<file path="src/logic/csr3_consts.svh">
// Constants for the third stimulus/response stage: addresses, fields, codes, timing.
// Assumes inclusion by bare name from every file that needs them.
`ifndef CSR3_CONSTS_SVH
`define CSR3_CONSTS_SVH

// ****************************************
// Register addresses and reset values
// ****************************************
`define CSR3_ADDR_CFG1 8'h39
`define CSR3_ADDR_CFG2 8'h3A
`define CSR3_ADDR_CFG3 8'h3B
`define CSR3_ADDR_STAT 8'h3C
`define CSR3_CFG1_RST 7'h00
`define CSR3_CFG2_RST 8'h00
`define CSR3_CFG3_RST 6'h00
`define CSR3_RD_IDLE 8'h00

// ****************************************
// Field positions
// ****************************************
`define CSR3_TYPE_BIT 6
`define CSR3_TD_MSB 5
`define CSR3_TD_LSB 3
`define CSR3_SEL_MSB 2
`define CSR3_SEL_LSB 0
`define CSR3_MAG_MSB 7
`define CSR3_MAG_LSB 4
`define CSR3_RSP_MSB 3
`define CSR3_RSP_LSB 0
`define CSR3_PUPD_MSB 5
`define CSR3_PUPD_LSB 4
`define CSR3_TH_MSB 3
`define CSR3_TH_LSB 0

// ****************************************
// Stimulus select codes
// ****************************************
`define CSR3_SEL_VBUS_READY 3'h0
`define CSR3_SEL_DP_ABOVE 3'h1
`define CSR3_SEL_WINDOW 3'h2
`define CSR3_SEL_DM_ABOVE 3'h3
`define CSR3_SEL_RSV_A 3'h4
`define CSR3_SEL_RSV_B 3'h5
`define CSR3_SEL_DP_ABOVE_ALT 3'h6
`define CSR3_SEL_VBUS_PRESENT 3'h7

// ****************************************
// Response, magnitude and threshold codes
// ****************************************
`define CSR3_RSP_REMOVE 4'h0
`define CSR3_RSP_VOLT_DP 4'h1
`define CSR3_RSP_VOLT_DM 4'h2
`define CSR3_RSP_VOLT_BOTH 4'h3
`define CSR3_RSP_RES_DP 4'h4
`define CSR3_RSP_RSV_A 4'h5
`define CSR3_RSP_DIV_DP 4'h6
`define CSR3_RSP_RES_DM 4'h7
`define CSR3_RSP_RSV_B 4'h8
`define CSR3_RSP_DIV_DM 4'h9
`define CSR3_RSP_SHORT 4'hA
`define CSR3_RSP_RSV_C 4'hB
`define CSR3_RSP_DIV_BOTH 4'hC
`define CSR3_RSP_RES_BOTH 4'hD
`define CSR3_RSP_PD_HOLD_A 4'hE
`define CSR3_RSP_PD_HOLD_B 4'hF
`define CSR3_MAG_RSV 4'hF
`define CSR3_MAG_PULLDOWN 4'h0
`define CSR3_TH_RSV 4'hF

// ****************************************
// Timing
// ****************************************
`define CSR3_CLK_KHZ 25000
`define CSR3_TICK_MS 1
`define CSR3_TD0_MS 7'h00
`define CSR3_TD1_MS 7'h01
`define CSR3_TD2_MS 7'h05
`define CSR3_TD3_MS 7'h0A
`define CSR3_TD4_MS 7'h14
`define CSR3_TD5_MS 7'h28
`define CSR3_TD6_MS 7'h50
`define CSR3_TD7_MS 7'h64

`endif

</file>
<file path="src/logic/csr3_pkg.sv">
// Types for the third stimulus/response stage.
// Assumes nothing beyond a SystemVerilog compiler.
package csr3_pkg;

	// ****************************************
	// Sequencer states
	// ****************************************
	typedef enum logic [4:0] {
		CSR3_ST_IDLE = 5'h01,
		CSR3_ST_DELAY = 5'h02,
		CSR3_ST_HOLD = 5'h04,
		CSR3_ST_RELEASE = 5'h08,
		CSR3_ST_DONE = 5'h10
	} csr3_state_t;

	// ****************************************
	// Per-line drive kind
	// ****************************************
	typedef enum logic [1:0] {
		CSR3_DRV_NONE = 2'h0,
		CSR3_DRV_VOLT = 2'h1,
		CSR3_DRV_RES = 2'h2,
		CSR3_DRV_DIV = 2'h3
	} csr3_drive_t;

endpackage : csr3_pkg

</file>
<file path="src/logic/csr3_ms_timer.sv">
// Millisecond down-counter used for the stimulus delay or hold time.
// Assumes start is a one-cycle pulse from logic on the same clock.
`timescale 1ns/1ps
`include "csr3_consts.svh"

module csr3_ms_timer #(
	parameter logic [15:0] CYC_PER_MS = 16'(`CSR3_CLK_KHZ * `CSR3_TICK_MS)
) (
	input wire logic clock,
	input wire logic rst_n,
	input wire logic start,
	input wire logic [6:0] ms_count,
	output logic done
);

	logic [15:0] pre_q;
	logic [6:0] left_q;
	logic run_q;
	logic done_q;
	wire tick = (pre_q == (CYC_PER_MS - 16'h0001));
	wire expire = run_q && (left_q == 7'h00);

	// Restart on every start pulse, even mid-count
	always_ff @(posedge clock or negedge rst_n)
	begin
		if (!rst_n)
		begin
			pre_q <= 16'h0000;
			left_q <= 7'h00;
			run_q <= 1'b0;
			done_q <= 1'b0;
		end
		else if (start)
		begin
			pre_q <= 16'h0000;
			left_q <= ms_count;
			run_q <= 1'b1;
			done_q <= 1'b0;
		end
		else
		begin
			done_q <= expire;
			if (expire)
				run_q <= 1'b0;
			else if (run_q && tick)
			begin
				pre_q <= 16'h0000;
				left_q <= left_q - 7'h01;
			end
			else if (run_q)
				pre_q <= pre_q + 16'h0001;
		end
	end

	assign done = done_q;

endmodule : csr3_ms_timer

</file>
<file path="src/logic/csr3_stage.sv">
// Third stimulus/response stage of the charger emulation engine: config registers,
// stimulus detection, delay or hold timing, and the data-line response drive.
// Assumes analog comparators report on pins and the engine sequences stages.
//
// The plain strobed port was decided locally.
`timescale 1ns/1ps
`include "csr3_consts.svh"

module csr3_stage #(
	parameter logic [15:0] CYC_PER_MS = 16'(`CSR3_CLK_KHZ * `CSR3_TICK_MS)
) (
	input wire logic clock,
	input wire logic rst_n,
	input wire logic [7:0] addr,
	input wire logic [7:0] wdata,
	input wire logic wr,
	input wire logic rd,
	output logic [7:0] rdata,
	input wire logic stage_active,
	input wire logic emul_reset,
	input wire logic vbus_ready,
	input wire logic vbus_present,
	input wire logic dp_above_th,
	input wire logic dm_above_th,
	input wire logic dp_above_low,
	output logic [1:0] dp_drive,
	output logic [1:0] dm_drive,
	output logic [3:0] response_magnitude_code,
	output logic line_short,
	output logic dp_reset_pulldown,
	output logic dm_reset_pulldown,
	output logic pulldown_current_en,
	output logic [1:0] pulldown_current_code,
	output logic [3:0] data_line_threshold_code,
	output logic threshold_used,
	output logic stage_done
);

	// ****************************************
	// Registers and bus
	// ****************************************
	logic [6:0] cfg1_q;
	logic [7:0] cfg2_q;
	logic [5:0] cfg3_q;
	logic [7:0] rdata_q;
	csr3_pkg::csr3_state_t state_q;
	csr3_pkg::csr3_state_t state_d;
	logic stim_hit;

	wire timer_behaviour_select = cfg1_q[`CSR3_TYPE_BIT];
	wire [2:0] stimulus_delay_code = cfg1_q[`CSR3_TD_MSB:`CSR3_TD_LSB];
	wire [2:0] stimulus_select = cfg1_q[`CSR3_SEL_MSB:`CSR3_SEL_LSB];
	wire [3:0] mag_field = cfg2_q[`CSR3_MAG_MSB:`CSR3_MAG_LSB];
	wire [3:0] response_select = cfg2_q[`CSR3_RSP_MSB:`CSR3_RSP_LSB];

	wire wr_cfg1 = wr && (addr == `CSR3_ADDR_CFG1);
	wire wr_cfg2 = wr && (addr == `CSR3_ADDR_CFG2);
	wire wr_cfg3 = wr && (addr == `CSR3_ADDR_CFG3);
	wire [3:0] w_mag = wdata[`CSR3_MAG_MSB:`CSR3_MAG_LSB];
	wire [3:0] w_rsp = wdata[`CSR3_RSP_MSB:`CSR3_RSP_LSB];
	wire [3:0] w_th = wdata[`CSR3_TH_MSB:`CSR3_TH_LSB];
	wire mag_ok = (w_mag != `CSR3_MAG_RSV);
	wire rsp_ok = (w_rsp != `CSR3_RSP_RSV_A) && (w_rsp != `CSR3_RSP_RSV_B)
		&& (w_rsp != `CSR3_RSP_RSV_C);
	wire th_ok = (w_th != `CSR3_TH_RSV);

	wire [7:0] stat_word = {1'b0, stage_done, stim_hit, state_q};
	wire [7:0] rd_mux = (addr == `CSR3_ADDR_CFG1) ? {1'b0, cfg1_q} :
		(addr == `CSR3_ADDR_CFG2) ? cfg2_q :
		(addr == `CSR3_ADDR_CFG3) ? {2'h0, cfg3_q} :
		(addr == `CSR3_ADDR_STAT) ? stat_word : `CSR3_RD_IDLE;

	// Config changes act at once; software should write only while the stage is idle
	always_ff @(posedge clock or negedge rst_n)
	begin
		if (!rst_n)
		begin
			cfg1_q <= `CSR3_CFG1_RST;
			cfg2_q <= `CSR3_CFG2_RST;
			cfg3_q <= `CSR3_CFG3_RST;
		end
		else
		begin
			if (wr_cfg1)
				cfg1_q <= wdata[6:0];
			if (wr_cfg2 && mag_ok)
				cfg2_q[`CSR3_MAG_MSB:`CSR3_MAG_LSB] <= w_mag;
			if (wr_cfg2 && rsp_ok)
				cfg2_q[`CSR3_RSP_MSB:`CSR3_RSP_LSB] <= w_rsp;
			if (wr_cfg3)
				cfg3_q[`CSR3_PUPD_MSB:`CSR3_PUPD_LSB] <= wdata[`CSR3_PUPD_MSB:`CSR3_PUPD_LSB];
			if (wr_cfg3 && th_ok)
				cfg3_q[`CSR3_TH_MSB:`CSR3_TH_LSB] <= w_th;
		end
	end

	// Read data stand only in the cycle after the strobe
	always_ff @(posedge clock or negedge rst_n)
	begin
		if (!rst_n)
			rdata_q <= `CSR3_RD_IDLE;
		else
			rdata_q <= rd ? rd_mux : `CSR3_RD_IDLE;
	end

	// ****************************************
	// Comparator synchronisers
	// ****************************************
	logic [4:0] pin_meta_q;
	logic [4:0] pin_sync_q;

	always_ff @(posedge clock or negedge rst_n)
	begin
		if (!rst_n)
		begin
			pin_meta_q <= 5'h00;
			pin_sync_q <= 5'h00;
		end
		else
		begin
			pin_meta_q <= {vbus_ready, vbus_present, dp_above_th, dm_above_th, dp_above_low};
			pin_sync_q <= pin_meta_q;
		end
	end

	wire s_vbus_ready = pin_sync_q[4];
	wire s_vbus_present = pin_sync_q[3];
	wire s_dp_hi = pin_sync_q[2];
	wire s_dm_hi = pin_sync_q[1];
	wire s_dp_low = pin_sync_q[0];

	// ****************************************
	// Stimulus detection
	// ****************************************
	wire sel_vbus = (stimulus_select == `CSR3_SEL_VBUS_READY)
		|| (stimulus_select == `CSR3_SEL_VBUS_PRESENT);
	wire hit_ready = (stimulus_select == `CSR3_SEL_VBUS_READY) && s_vbus_ready;
	wire hit_dp = ((stimulus_select == `CSR3_SEL_DP_ABOVE)
		|| (stimulus_select == `CSR3_SEL_DP_ABOVE_ALT)) && s_dp_hi;
	wire hit_dm = (stimulus_select == `CSR3_SEL_DM_ABOVE) && s_dm_hi;
	// Window only watches the positive line; there is no negative-line lower comparator
	wire hit_win = (stimulus_select == `CSR3_SEL_WINDOW) && !s_dp_hi && s_dp_low;
	wire hit_present = (stimulus_select == `CSR3_SEL_VBUS_PRESENT) && s_vbus_present;
	assign stim_hit = hit_ready || hit_dp || hit_dm || hit_win || hit_present;

	// ****************************************
	// Timer
	// ****************************************
	logic [6:0] delay_ms;
	logic tmr_done;
	wire detect = (state_q == csr3_pkg::CSR3_ST_IDLE) && stage_active && stim_hit && !emul_reset;

	always_comb
	begin
		unique case (stimulus_delay_code)
			3'h0: delay_ms = `CSR3_TD0_MS;
			3'h1: delay_ms = `CSR3_TD1_MS;
			3'h2: delay_ms = `CSR3_TD2_MS;
			3'h3: delay_ms = `CSR3_TD3_MS;
			3'h4: delay_ms = `CSR3_TD4_MS;
			3'h5: delay_ms = `CSR3_TD5_MS;
			3'h6: delay_ms = `CSR3_TD6_MS;
			3'h7: delay_ms = `CSR3_TD7_MS;
		endcase
	end

	csr3_ms_timer #(
		.CYC_PER_MS(CYC_PER_MS)
	) u_timer (
		.clock(clock),
		.rst_n(rst_n),
		.start(detect),
		.ms_count(delay_ms),
		.done(tmr_done)
	);

	// ****************************************
	// Sequencer
	// ****************************************
	wire do_apply = (detect && timer_behaviour_select)
		|| ((state_q == csr3_pkg::CSR3_ST_DELAY) && tmr_done);
	wire do_restore = (state_q == csr3_pkg::CSR3_ST_HOLD) && tmr_done && !stim_hit;

	always_comb
	begin
		state_d = state_q;
		unique case (state_q)
			csr3_pkg::CSR3_ST_IDLE:
				if (detect)
					state_d = timer_behaviour_select ? csr3_pkg::CSR3_ST_HOLD
						: csr3_pkg::CSR3_ST_DELAY;
			csr3_pkg::CSR3_ST_DELAY:
				if (tmr_done)
					state_d = csr3_pkg::CSR3_ST_RELEASE;
			csr3_pkg::CSR3_ST_HOLD:
				if (tmr_done)
					state_d = csr3_pkg::CSR3_ST_RELEASE;
			csr3_pkg::CSR3_ST_RELEASE:
				if (sel_vbus || !stim_hit)
					state_d = csr3_pkg::CSR3_ST_DONE;
			csr3_pkg::CSR3_ST_DONE:
				state_d = csr3_pkg::CSR3_ST_DONE;
		endcase
		if (!stage_active || emul_reset)
			state_d = csr3_pkg::CSR3_ST_IDLE;
	end

	always_ff @(posedge clock or negedge rst_n)
	begin
		if (!rst_n)
			state_q <= csr3_pkg::CSR3_ST_IDLE;
		else
			state_q <= state_d;
	end

	// ****************************************
	// Response decode
	// ****************************************
	logic [1:0] dp_q, dm_q, snap_dp_q, snap_dm_q;
	logic [3:0] mag_q, snap_mag_q;
	logic short_q, dp_pd_q, dm_pd_q, snap_short_q, snap_dp_pd_q, snap_dm_pd_q;
	logic [1:0] ap_dp, ap_dm;
	logic ap_short, ap_dp_pd, ap_dm_pd;

	// A one-line drive keeps its pull-down only under ready-stimulus with nothing else on that line
	wire keep_dp = (stimulus_select == `CSR3_SEL_VBUS_READY)
		&& (dp_q == csr3_pkg::CSR3_DRV_NONE) && dp_pd_q;
	wire keep_dm = (stimulus_select == `CSR3_SEL_VBUS_READY)
		&& (dm_q == csr3_pkg::CSR3_DRV_NONE) && dm_pd_q;

	always_comb
	begin
		ap_dp = dp_q;
		ap_dm = dm_q;
		ap_short = short_q;
		ap_dp_pd = dp_pd_q;
		ap_dm_pd = dm_pd_q;
		unique case (response_select)
			`CSR3_RSP_REMOVE:
			begin
				ap_dp = csr3_pkg::CSR3_DRV_NONE;
				ap_dm = csr3_pkg::CSR3_DRV_NONE;
				ap_short = 1'b0;
				ap_dp_pd = 1'b0;
				ap_dm_pd = 1'b0;
			end
			`CSR3_RSP_VOLT_DP:
			begin
				ap_dp = csr3_pkg::CSR3_DRV_VOLT;
				ap_dp_pd = keep_dp;
			end
			`CSR3_RSP_VOLT_DM:
			begin
				ap_dm = csr3_pkg::CSR3_DRV_VOLT;
				ap_dm_pd = keep_dm;
			end
			`CSR3_RSP_VOLT_BOTH:
			begin
				ap_dp = csr3_pkg::CSR3_DRV_VOLT;
				ap_dm = csr3_pkg::CSR3_DRV_VOLT;
				ap_dp_pd = 1'b0;
				ap_dm_pd = 1'b0;
			end
			`CSR3_RSP_RES_DP:
			begin
				ap_dp = csr3_pkg::CSR3_DRV_RES;
				ap_dp_pd = keep_dp;
			end
			`CSR3_RSP_RES_DM:
			begin
				ap_dm = csr3_pkg::CSR3_DRV_RES;
				ap_dm_pd = keep_dm;
			end
			`CSR3_RSP_RES_BOTH:
			begin
				ap_dp = csr3_pkg::CSR3_DRV_RES;
				ap_dm = csr3_pkg::CSR3_DRV_RES;
				ap_dp_pd = 1'b0;
				ap_dm_pd = 1'b0;
			end
			`CSR3_RSP_DIV_DP:
			begin
				ap_dp = csr3_pkg::CSR3_DRV_DIV;
				ap_dp_pd = keep_dp;
			end
			`CSR3_RSP_DIV_DM:
			begin
				ap_dm = csr3_pkg::CSR3_DRV_DIV;
				ap_dm_pd = keep_dm;
			end
			`CSR3_RSP_DIV_BOTH:
			begin
				ap_dp = csr3_pkg::CSR3_DRV_DIV;
				ap_dm = csr3_pkg::CSR3_DRV_DIV;
				ap_dp_pd = 1'b0;
				ap_dm_pd = 1'b0;
			end
			`CSR3_RSP_SHORT:
				ap_short = 1'b1;
			`CSR3_RSP_PD_HOLD_A, `CSR3_RSP_PD_HOLD_B:
				if (stimulus_select == `CSR3_SEL_VBUS_PRESENT)
				begin
					ap_dp_pd = 1'b0;
					ap_dm_pd = 1'b0;
				end
			// Reserved codes never reach the register; nothing to apply
			`CSR3_RSP_RSV_A, `CSR3_RSP_RSV_B, `CSR3_RSP_RSV_C:
			begin
			end
		endcase
	end

	// ****************************************
	// Drive state
	// ****************************************
	wire [1:0] nx_dp = emul_reset ? csr3_pkg::CSR3_DRV_NONE : do_restore ? snap_dp_q : ap_dp;
	wire [1:0] nx_dm = emul_reset ? csr3_pkg::CSR3_DRV_NONE : do_restore ? snap_dm_q : ap_dm;
	wire [3:0] nx_mag = emul_reset ? `CSR3_MAG_PULLDOWN : do_restore ? snap_mag_q : mag_field;
	wire nx_short = emul_reset ? 1'b0 : do_restore ? snap_short_q : ap_short;
	wire nx_dp_pd = emul_reset ? 1'b1 : do_restore ? snap_dp_pd_q : ap_dp_pd;
	wire nx_dm_pd = emul_reset ? 1'b1 : do_restore ? snap_dm_pd_q : ap_dm_pd;
	wire load = emul_reset || do_restore || do_apply;
	wire nx_isink = ((nx_dp == csr3_pkg::CSR3_DRV_VOLT) || (nx_dm == csr3_pkg::CSR3_DRV_VOLT))
		&& (nx_mag == `CSR3_MAG_PULLDOWN);
	logic isink_q;
	logic th_used_q;
	logic done_q;

	always_ff @(posedge clock or negedge rst_n)
	begin
		if (!rst_n)
		begin
			{dp_q, dm_q, mag_q, short_q, dp_pd_q, dm_pd_q, isink_q} <= 12'h000;
		end
		else if (load)
		begin
			{dp_q, dm_q, mag_q, short_q, dp_pd_q, dm_pd_q, isink_q} <=
				{nx_dp, nx_dm, nx_mag, nx_short, nx_dp_pd, nx_dm_pd, nx_isink};
		end
	end

	// Snapshot before a held response, so expiry can put the lines back
	always_ff @(posedge clock or negedge rst_n)
	begin
		if (!rst_n)
			{snap_dp_q, snap_dm_q, snap_mag_q, snap_short_q, snap_dp_pd_q, snap_dm_pd_q} <= 11'h000;
		else if (detect && timer_behaviour_select)
			{snap_dp_q, snap_dm_q, snap_mag_q, snap_short_q, snap_dp_pd_q, snap_dm_pd_q} <=
				{dp_q, dm_q, mag_q, short_q, dp_pd_q, dm_pd_q};
	end

	always_ff @(posedge clock or negedge rst_n)
	begin
		if (!rst_n)
		begin
			th_used_q <= 1'b0;
			done_q <= 1'b0;
		end
		else
		begin
			th_used_q <= !sel_vbus;
			done_q <= (state_d == csr3_pkg::CSR3_ST_DONE);
		end
	end

	assign rdata = rdata_q;
	assign dp_drive = dp_q;
	assign dm_drive = dm_q;
	assign response_magnitude_code = mag_q;
	assign line_short = short_q;
	assign dp_reset_pulldown = dp_pd_q;
	assign dm_reset_pulldown = dm_pd_q;
	assign pulldown_current_en = isink_q;
	assign pulldown_current_code = cfg3_q[`CSR3_PUPD_MSB:`CSR3_PUPD_LSB];
	assign data_line_threshold_code = cfg3_q[`CSR3_TH_MSB:`CSR3_TH_LSB];
	assign threshold_used = th_used_q;
	assign stage_done = done_q;

endmodule : csr3_stage

</file>
<file path="config.mk">
export PLATFORM = sky130hd
export DESIGN_NAME = csr3_stage
export DESIGN_NICKNAME = d
export VERILOG_FILES = /design/src/logic/csr3_pkg.sv /design/src/logic/csr3_ms_timer.sv /design/src/logic/csr3_stage.sv
export VERILOG_INCLUDE_DIRS = /design/src /design/src/logic
export SDC_FILE = /design/constraint.sdc
export NUM_CORES = 1
export LEC_CHECK = 0
export BUFFER_PORTS_ARGS = -buffer_cell sky130_fd_sc_hd__buf_4
export CORE_MARGIN = 5
export CORE_UTILIZATION = 53
export DETAILED_ROUTE_END_ITERATION = 10
export PLACE_DENSITY = 0.76
export SLEW_MARGIN = 20
export SYNTH_ARGS = -nofsm -noshare
export SYNTH_HDL_FRONTEND = slang
export SYNTH_HIERARCHICAL = 1
export SYNTH_SLANG_ARGS = --single-unit
export TNS_END_PERCENT = 1
</file>
<file path="constraint.sdc">
create_clock -name clock -period 2.4 [get_ports clock]
set_clock_uncertainty 0.1 [all_clocks]
set_input_delay 0.12 -clock clock [delete_from_list [all_inputs] [get_ports clock]]
set_output_delay 0.12 -clock clock [all_outputs]
set_load 0.01 [all_outputs]
</file>
* Yosys cells after proc, flatten, opt, wreduce, memory -nomap -nowiden *
Memories as Yosys holds them, arrays and structs flattened.
Cells that the tools add are included.

word-level totals
  memories = 1
  output and inout port bits = 28
  RAM bits = 0
  bits in latches = 0
  bits in read-only memories = 56
  register bits after elaboration = 94

operators by class
  mux-type cells = 39
  bitwise gates (word level) = 0
  multipliers = 0
  div/mod/pow operators = 0
  shift operators = 0
  equal/unequal tests = 37
  add/sub/neg operators = 2
  reduce and logical (&&, ||, !) cells = 73
  magnitude comparators = 0

memories
  name             words  width  read ports  clocked after memory_dff  wr ports  line               text
  (no name shown)  8      7      1           0                         0         csr3_stage.sv:155  unique case (stimulus_delay_code)

operators by type and width
  operator                                                                  number
  16-bit two-way mux                                                        4
  7-bit two-way mux                                                         5
  8-bit by 6-bit equality test with 1-bit output (second input constant)    4
  1-bit logical AND                                                         28
  4-bit equality test (second input constant)                               6
  8-bit two-way mux                                                         3
  5-bit two-way mux                                                         4
  4-bit != test (second input constant)                                     5
  5-bit case mux with 4 select lines                                        1
  16-bit by 1-bit adder with 16-bit output (second input constant)          1
  16-bit by 15-bit equality test with 1-bit output (second input constant)  1
  2-bit case mux with 4 select lines                                        2
  2-bit OR reduction                                                        8
  4-bit by 3-bit equality test with 1-bit output (second input constant)    3
  1-bit logical OR                                                          12
  5-bit equality test (second input constant)                               2
  1-bit two-way mux                                                         10
  5-bit nonzero test                                                        2
  4-bit by 2-bit equality test with 1-bit output (second input constant)    2
  4-bit zero test                                                           2
  2-bit two-way mux                                                         4
  4-bit two-way mux                                                         2
  7-bit zero test                                                           1
  7-bit by 1-bit subtractor with 7-bit output (second input constant)       1
  other kinds (24)                                                          38

* Longest topological paths before layout *
  depth in word-level cells = 14
  depth in mapped cells = 11
  mapped depth without buffers = 9

* Hierarchy *
The synthesis kept the hierarchy.

modules (own cells, without submodules)
  module         area each (µm²)  cells each  times used  sequential area each (µm²)
  csr3_stage     3,469.6          332         1           1,727.9
  csr3_ms_timer  1,519.0          163         1           625.6

* Least setup slack after synthesis *
Ideal clock, no wire load.

  path kind = register to register
  from = register cfg1_q[2]
  to = register u_timer.pre_q[10]
  slack = -0.008 ns
  arrival = 2.193 ns
  buffers on the path = 2
  required time = 2.184 ns
  stages on the path, launching flop included = 12
  period minus slack after synthesis = 2.408 ns
  cell sequence = dfrtp_1 > buf_4 > mux2i_1 > o211a_2 > nand2_1 > nand2b_1 > inv_1 > clkbuf_1 > or2b_1 > o21ba_2 > nand2_1 > o311ai_0

between the ends
  cells in the longest elaborated chain, start to end = 11

RTL lines
  item                                                                                             line                 text
  from (decl)                                                                                      csr3_stage.sv:42     logic [6:0] cfg1_q;
  from (signal assigned)                                                                           csr3_stage.sv:78     cfg1_q <= `CSR3_CFG1_RST;
  from (signal assigned)                                                                           csr3_stage.sv:85     cfg1_q <= wdata[6:0];
  3-bit by 1-bit equality test with 1-bit output (no line) or 3-bit equality test (tied branches)  -
  1-bit logical OR                                                                                 csr3_stage.sv:138    wire hit_dp = ((stimulus_select == `CSR3_SEL_DP_ABOVE)
  1-bit logical AND                                                                                csr3_stage.sv:138
  1-bit logical OR (3 in series)                                                                   csr3_stage.sv:144    assign stim_hit = hit_ready || hit_dp || hit_dm || hit_win || hit_present;
  1-bit logical OR *                                                                               csr3_stage.sv:144
  1-bit logical AND * (2 in series)                                                                csr3_stage.sv:151    wire detect = (state_q == csr3_pkg::CSR3_ST_IDLE) && stage_active && stim_hit && !emul_reset;
  via detect                                                                                       csr3_stage.sv:151
  2-bit != test (no line) or 3-bit nonzero test (tied branches)                                    -
  2-bit AND reduction (no line)                                                                    -
  to (signal assigned)                                                                             csr3_ms_timer.sv:51  pre_q <= pre_q + 16'h0001;
  to (decl)                                                                                        csr3_ms_timer.sv:16  logic [15:0] pre_q;

Mark *: on every way through the listed nets, which the timed path passes. The rest lies on a longest branch.
A chain may end at the register's enable or synchronous reset.

* Final worst setup path *
  from = register u_timer.left_q[3]
  to = register u_timer.pre_q[4]

between the ends
  cells in the longest elaborated chain, start to end = 4

RTL lines
  item                           line                 text
  from (decl)                    csr3_ms_timer.sv:17  logic [6:0] left_q;
  from (signal assigned)         csr3_ms_timer.sv:36  left_q <= ms_count;
  from (signal assigned)         csr3_ms_timer.sv:48  left_q <= left_q - 7'h01;
  7-bit zero test                csr3_ms_timer.sv:21  wire expire = run_q && (left_q == 7'h00);
  1-bit logical AND              csr3_ms_timer.sv:21
  2-bit != test (no line)        -
  2-bit AND reduction (no line)  -

No other way between the ends.

==> results.env <==
HEIGHT_OF_THE_CHIP_UM=107.0
CRIT_FANOUT=17
DRT_PRE_ANTENNA_ITERS=6
NUMBER_OF_BUFFERS_CREATED_BY_CTS=9
DESIGN_AREA_UM2=5995
PLACE.DETAILED.HPWL_MM=8.948
REPORT.FINAL.SETUP_VIOL=0
INITIAL_STANDARD_CELL_UTILIZATION_OF_THE_CORE=0.5424
POST-CTS-SETUP-BUFFERS=0
FINAL_CYCLE_UTILIZATION_OF_THE_CRITICAL_PATH=0.9651
ANTENNA_CELLS_INSERTED=0
LAYOUT_COMMONEST_CELL='sky130_fd_sc_hd__dfrtp_1'
CTS_HTREE_LEVELS=3
SYNTH_CELLS=495
TIMING.CRITICAL_PATH.ARRIVAL_NS=2.48
DRT-TOTAL-WL_MM=12.33
GRT_USAGE=0.2263
YOSYS.CELL_TYPES.COUNT=73
TOTAL_NUMBER_OF_VIAS=4359
SETUP.WORST_PATH.CLASS='reg2reg'
CLK_TRANSITION_REPORTED_PATHS_NS=0.11
MAXSLEWHEADROOM=0.5873
DRIVE_ABOVE_1_SHARE=0.2509
P_LEAK_uW=0.002676
SYNTH-ASYNC-RESET-RATIO=1.000
PLACEMENT_ROWS=35
FINALWORSTPATHREQUIREDPERIOD_NS=2.316
POST_SYNTH_MAIN_AREA_CONTRIBUTORS='sky130_fd_sc_hd__dfrtp_1, sky130_fd_sc_hd__mux2_2, sky130_fd_sc_hd__nand2_1, sky130_fd_sc_hd__nand3_1, sky130_fd_sc_hd__nor2_1'
CLOCK_TREE.BUFFER_DEPTH=2
DIE-AREA_UM2=11450
SYNTHESIS.AREA_UM2=4989
MOSTFREQUENTLAYOUTCELLS='sky130_fd_sc_hd__dfrtp_1, sky130_fd_sc_hd__buf_4, sky130_fd_sc_hd__nand2_1, sky130_fd_sc_hd__mux2_2, sky130_fd_sc_hd__nor2_1'
SYNTH_SEQ_AREA_SHARE=0.4718
HOLD_CLASS='in2reg'
NETLIST.TOP_CELL.BY_AREA='sky130_fd_sc_hd__dfrtp_1'
MAXCAPVIOLATIONS=0
WIRE_LENGTH_OF_THE_FIRST_GLOBAL_ROUTING_PASS_MM=20.78
NUMCLOCKSINKS=94
CRITPATHLAUNCHTYPE='flip-flop'
FIRST_GLOBAL_VIAS=4070
TOP_AREA_CELL_TYPE_SHARE_OF_THE_NETLIST_AREA=0.4665
YOSYS_REGISTER_BITS=94
SYNTHESIS.YOSYS.WARNINGS=6
SYNTH_ENABLE_FLOP_CELLS=0
MAX_STAGE_DELAY_NS=0.71
ROUTED_WIRE_LENGTH_PER_INSTANCE_UM=17.90
HOLD_VIOL_FINAL=0
TIMING.CRITICAL_PATH.REQUIRED_NS=2.57
ROUTABILITYCONGESTION=0.9154
PORT-BUFFER-COUNT=54
INITIAL_ANTENNA_VIOLATION_COUNT=0
CLOCK_TREE_FROM_TRITONCTS='yes'
FP.COREAREA_UM2=9196
CLOCK_INSERTION_DELAY_WORST_SKEW_NS=0.37
NUM_IO_PINS=55
DRT_FIRST_ITER_VIOLATIONS=334
DRTANTENNAVIOLNETS=0
SYNTH_FLOP_CELL='sky130_fd_sc_hd__dfrtp_1'
POSTSYNTHNETCOUNT=529
FINAL.HOLD.WORST_SLACK_NS=0.02038
TIMING.FINAL.MAX_SLEW_VIOLATIONS=0
RSZ0062_AT_GRT='true'
TIMING.CRITICAL_PATH.CELLS='or4_1, o21ai_4, buf_4, nand3_1, o311ai_2'
LAYOUT.CORE_UTILIZATION=0.6518
TIGHTEST_SLEW_NS=0.6167
PLACEMENT.CELL_AREA_UM2=5610
TIMING.SETUP.TNS_NS=0
GRT_START_MAX_NET_PINS=53
SYNTH.AVG_CELL_AREA_UM2=10.08
FILLERS=738
DIEWIDTH_UM=107.0
TIMING.CRITICAL_PATH.SLOWEST_STAGE_CELL='sky130_fd_sc_hd__or4_1'
FIN_NETS=607
STATUS='finished clean'
IR_WORST_VDD_mV=0.2937
DRC=0
DETAIL_ROUTE.VIAS_PER_CELL=6.327
HIGHEST_CLOCK_RATE_MHz=431.7
AREA_DELTA_SYNTH_FINAL_PCT=20.17
POWER_DENSITY_nW_PER_UM2=604.3
GRT_TOTAL_OVFL=0
POST-LAYOUT-TOTAL-POWER_uW=3622
CRITICAL_PATH.ENDPOINT_TYPE='flip-flop'
CTS_ROOT_BUF='sky130_fd_sc_hd__clkbuf_8'
==> critical path: cells and delay by family, from the launching register on <==
kind | cells | cell delay, ns
compound gates | 2 | 0.58
simple gates | 2 | 0.83
flops | 1 | 0.43
buf+inv | 1 | 0.28
==> metal layers <==
metal	track usage	part of all wire	vias up
li1	-	-	2034
met1	0.3319	0.45	2129
met2	0.3503	0.46	176
met3	0.03492	0.068	20
met4	0.06210	0.017	0
met5	0	0	-
==> synthesized netlist by cell type (all sizes together) (3+ instances only) <==
| cell type | count |
|---|---|
| and4 | 4 |
| clkbuf | 22 |
| mux2 | 27 |
| a31oi | 15 |
| o22ai | 4 |
| or2 | 4 |
| nor4 | 7 |
| nor2b | 8 |
| and3 | 4 |
| nor4b | 3 |
| nand2 | 49 |
| or3 | 6 |
| o22a | 7 |
| ha | 7 |
| nand4b | 3 |
| inv | 17 |
| a211oi | 6 |
| buf | 12 |
| nand4 | 15 |
| nor2 | 27 |
| and2 | 4 |
| dfrtp | 93 |
| a222oi | 7 |
| nor3 | 10 |
| nand3 | 23 |
| nand2b | 8 |
| a311oi | 5 |
| a21boi | 6 |
| o21ai | 13 |
| o41ai | 3 |
| o211ai | 8 |
| o31ai | 4 |
| xor2 | 3 |
| mux2i | 6 |
| or4 | 4 |
| o311ai | 10 |
| a21oi | 8 |
==> area by class of cell <==
| type | instances | area, um^2 | area share |
|---|---|---|---|
| clock buffer | 9 | 123.9 | 0.02066 |
| clock inverter | 7 | 63.81 | 0.01064 |
| inverter | 18 | 71.32 | 0.01190 |
| multi-input combinational | 349 | 2424 | 0.4043 |
| sequential | 94 | 2355 | 0.3928 |
| tap | 111 | 138.9 | 0.02317 |
| timing repair buffer | 101 | 818.3 | 0.1365 |
==> state kept, by name, indices dropped and copies added, names as in the netlist, 6 cells and up <==
register        count
cfg3_q              6
cfg1_q              7
cfg2_q              8
rdata               8
u_timer/pre_q      16
u_timer/left_q      7
==> metrics by stage <==
stage / setup WS (ns) / cells
detailed placement: -0.01511 / 657
global placement: 0.1364 / 657
CTS: -0.006063 / 689
floorplan: -0.008430 / 495
global route: -0.03348 / 689
finish: 0.08383 / 689
==> final timing paths <==
| kind | startpoint | to | slack (ns) | cells after the start |
|---|---|---|---|---|
| worst max-delay path | u_timer/left_q[3] | u_timer/pre_q[4] | 0.08 | 5 |
| worst min-delay path | stage_active | state_q[2] | 0.02 | 3 |
| worst max register to register | u_timer/left_q[3] | u_timer/pre_q[4] | 0.08 | 5 |
| worst min register to register | pin_meta_q[1] | pin_sync_q[1] | 0.27 | 0 |
| max in group asynchronous | rst_n | state_q[0] | 1.26 | 3 |
| min in group asynchronous | rst_n | threshold_used | 0.19 | 2 |
==> power by group <==
part	leakage [uW]	total, uW	internal, uW	switching [uW]
clock network	0.0000907	1010	402	613
registers	0.00124	1860	1710	148
logic	0.00135	745	320	425
==> logic make-up after synthesis <==
group           Yosys count  share of synthesized area
compound gates          117                     0.1813
xor+xnor                  3                   0.005268
fa+ha+maj                 7                    0.01756
buf+inv                  52                    0.04715
flops                    94                     0.4718
mux                      33                    0.07299
simple gates            189                     0.2039
==> timing repair <==
item                       CTS  global route
setup endpoints to repair    3            19
gates resized for setup      3            14
gates cloned                 0             0
hold endpoints to repair    82             0
hold buffers                16             0
Note: power is estimated with default switching activity, not from simulation.
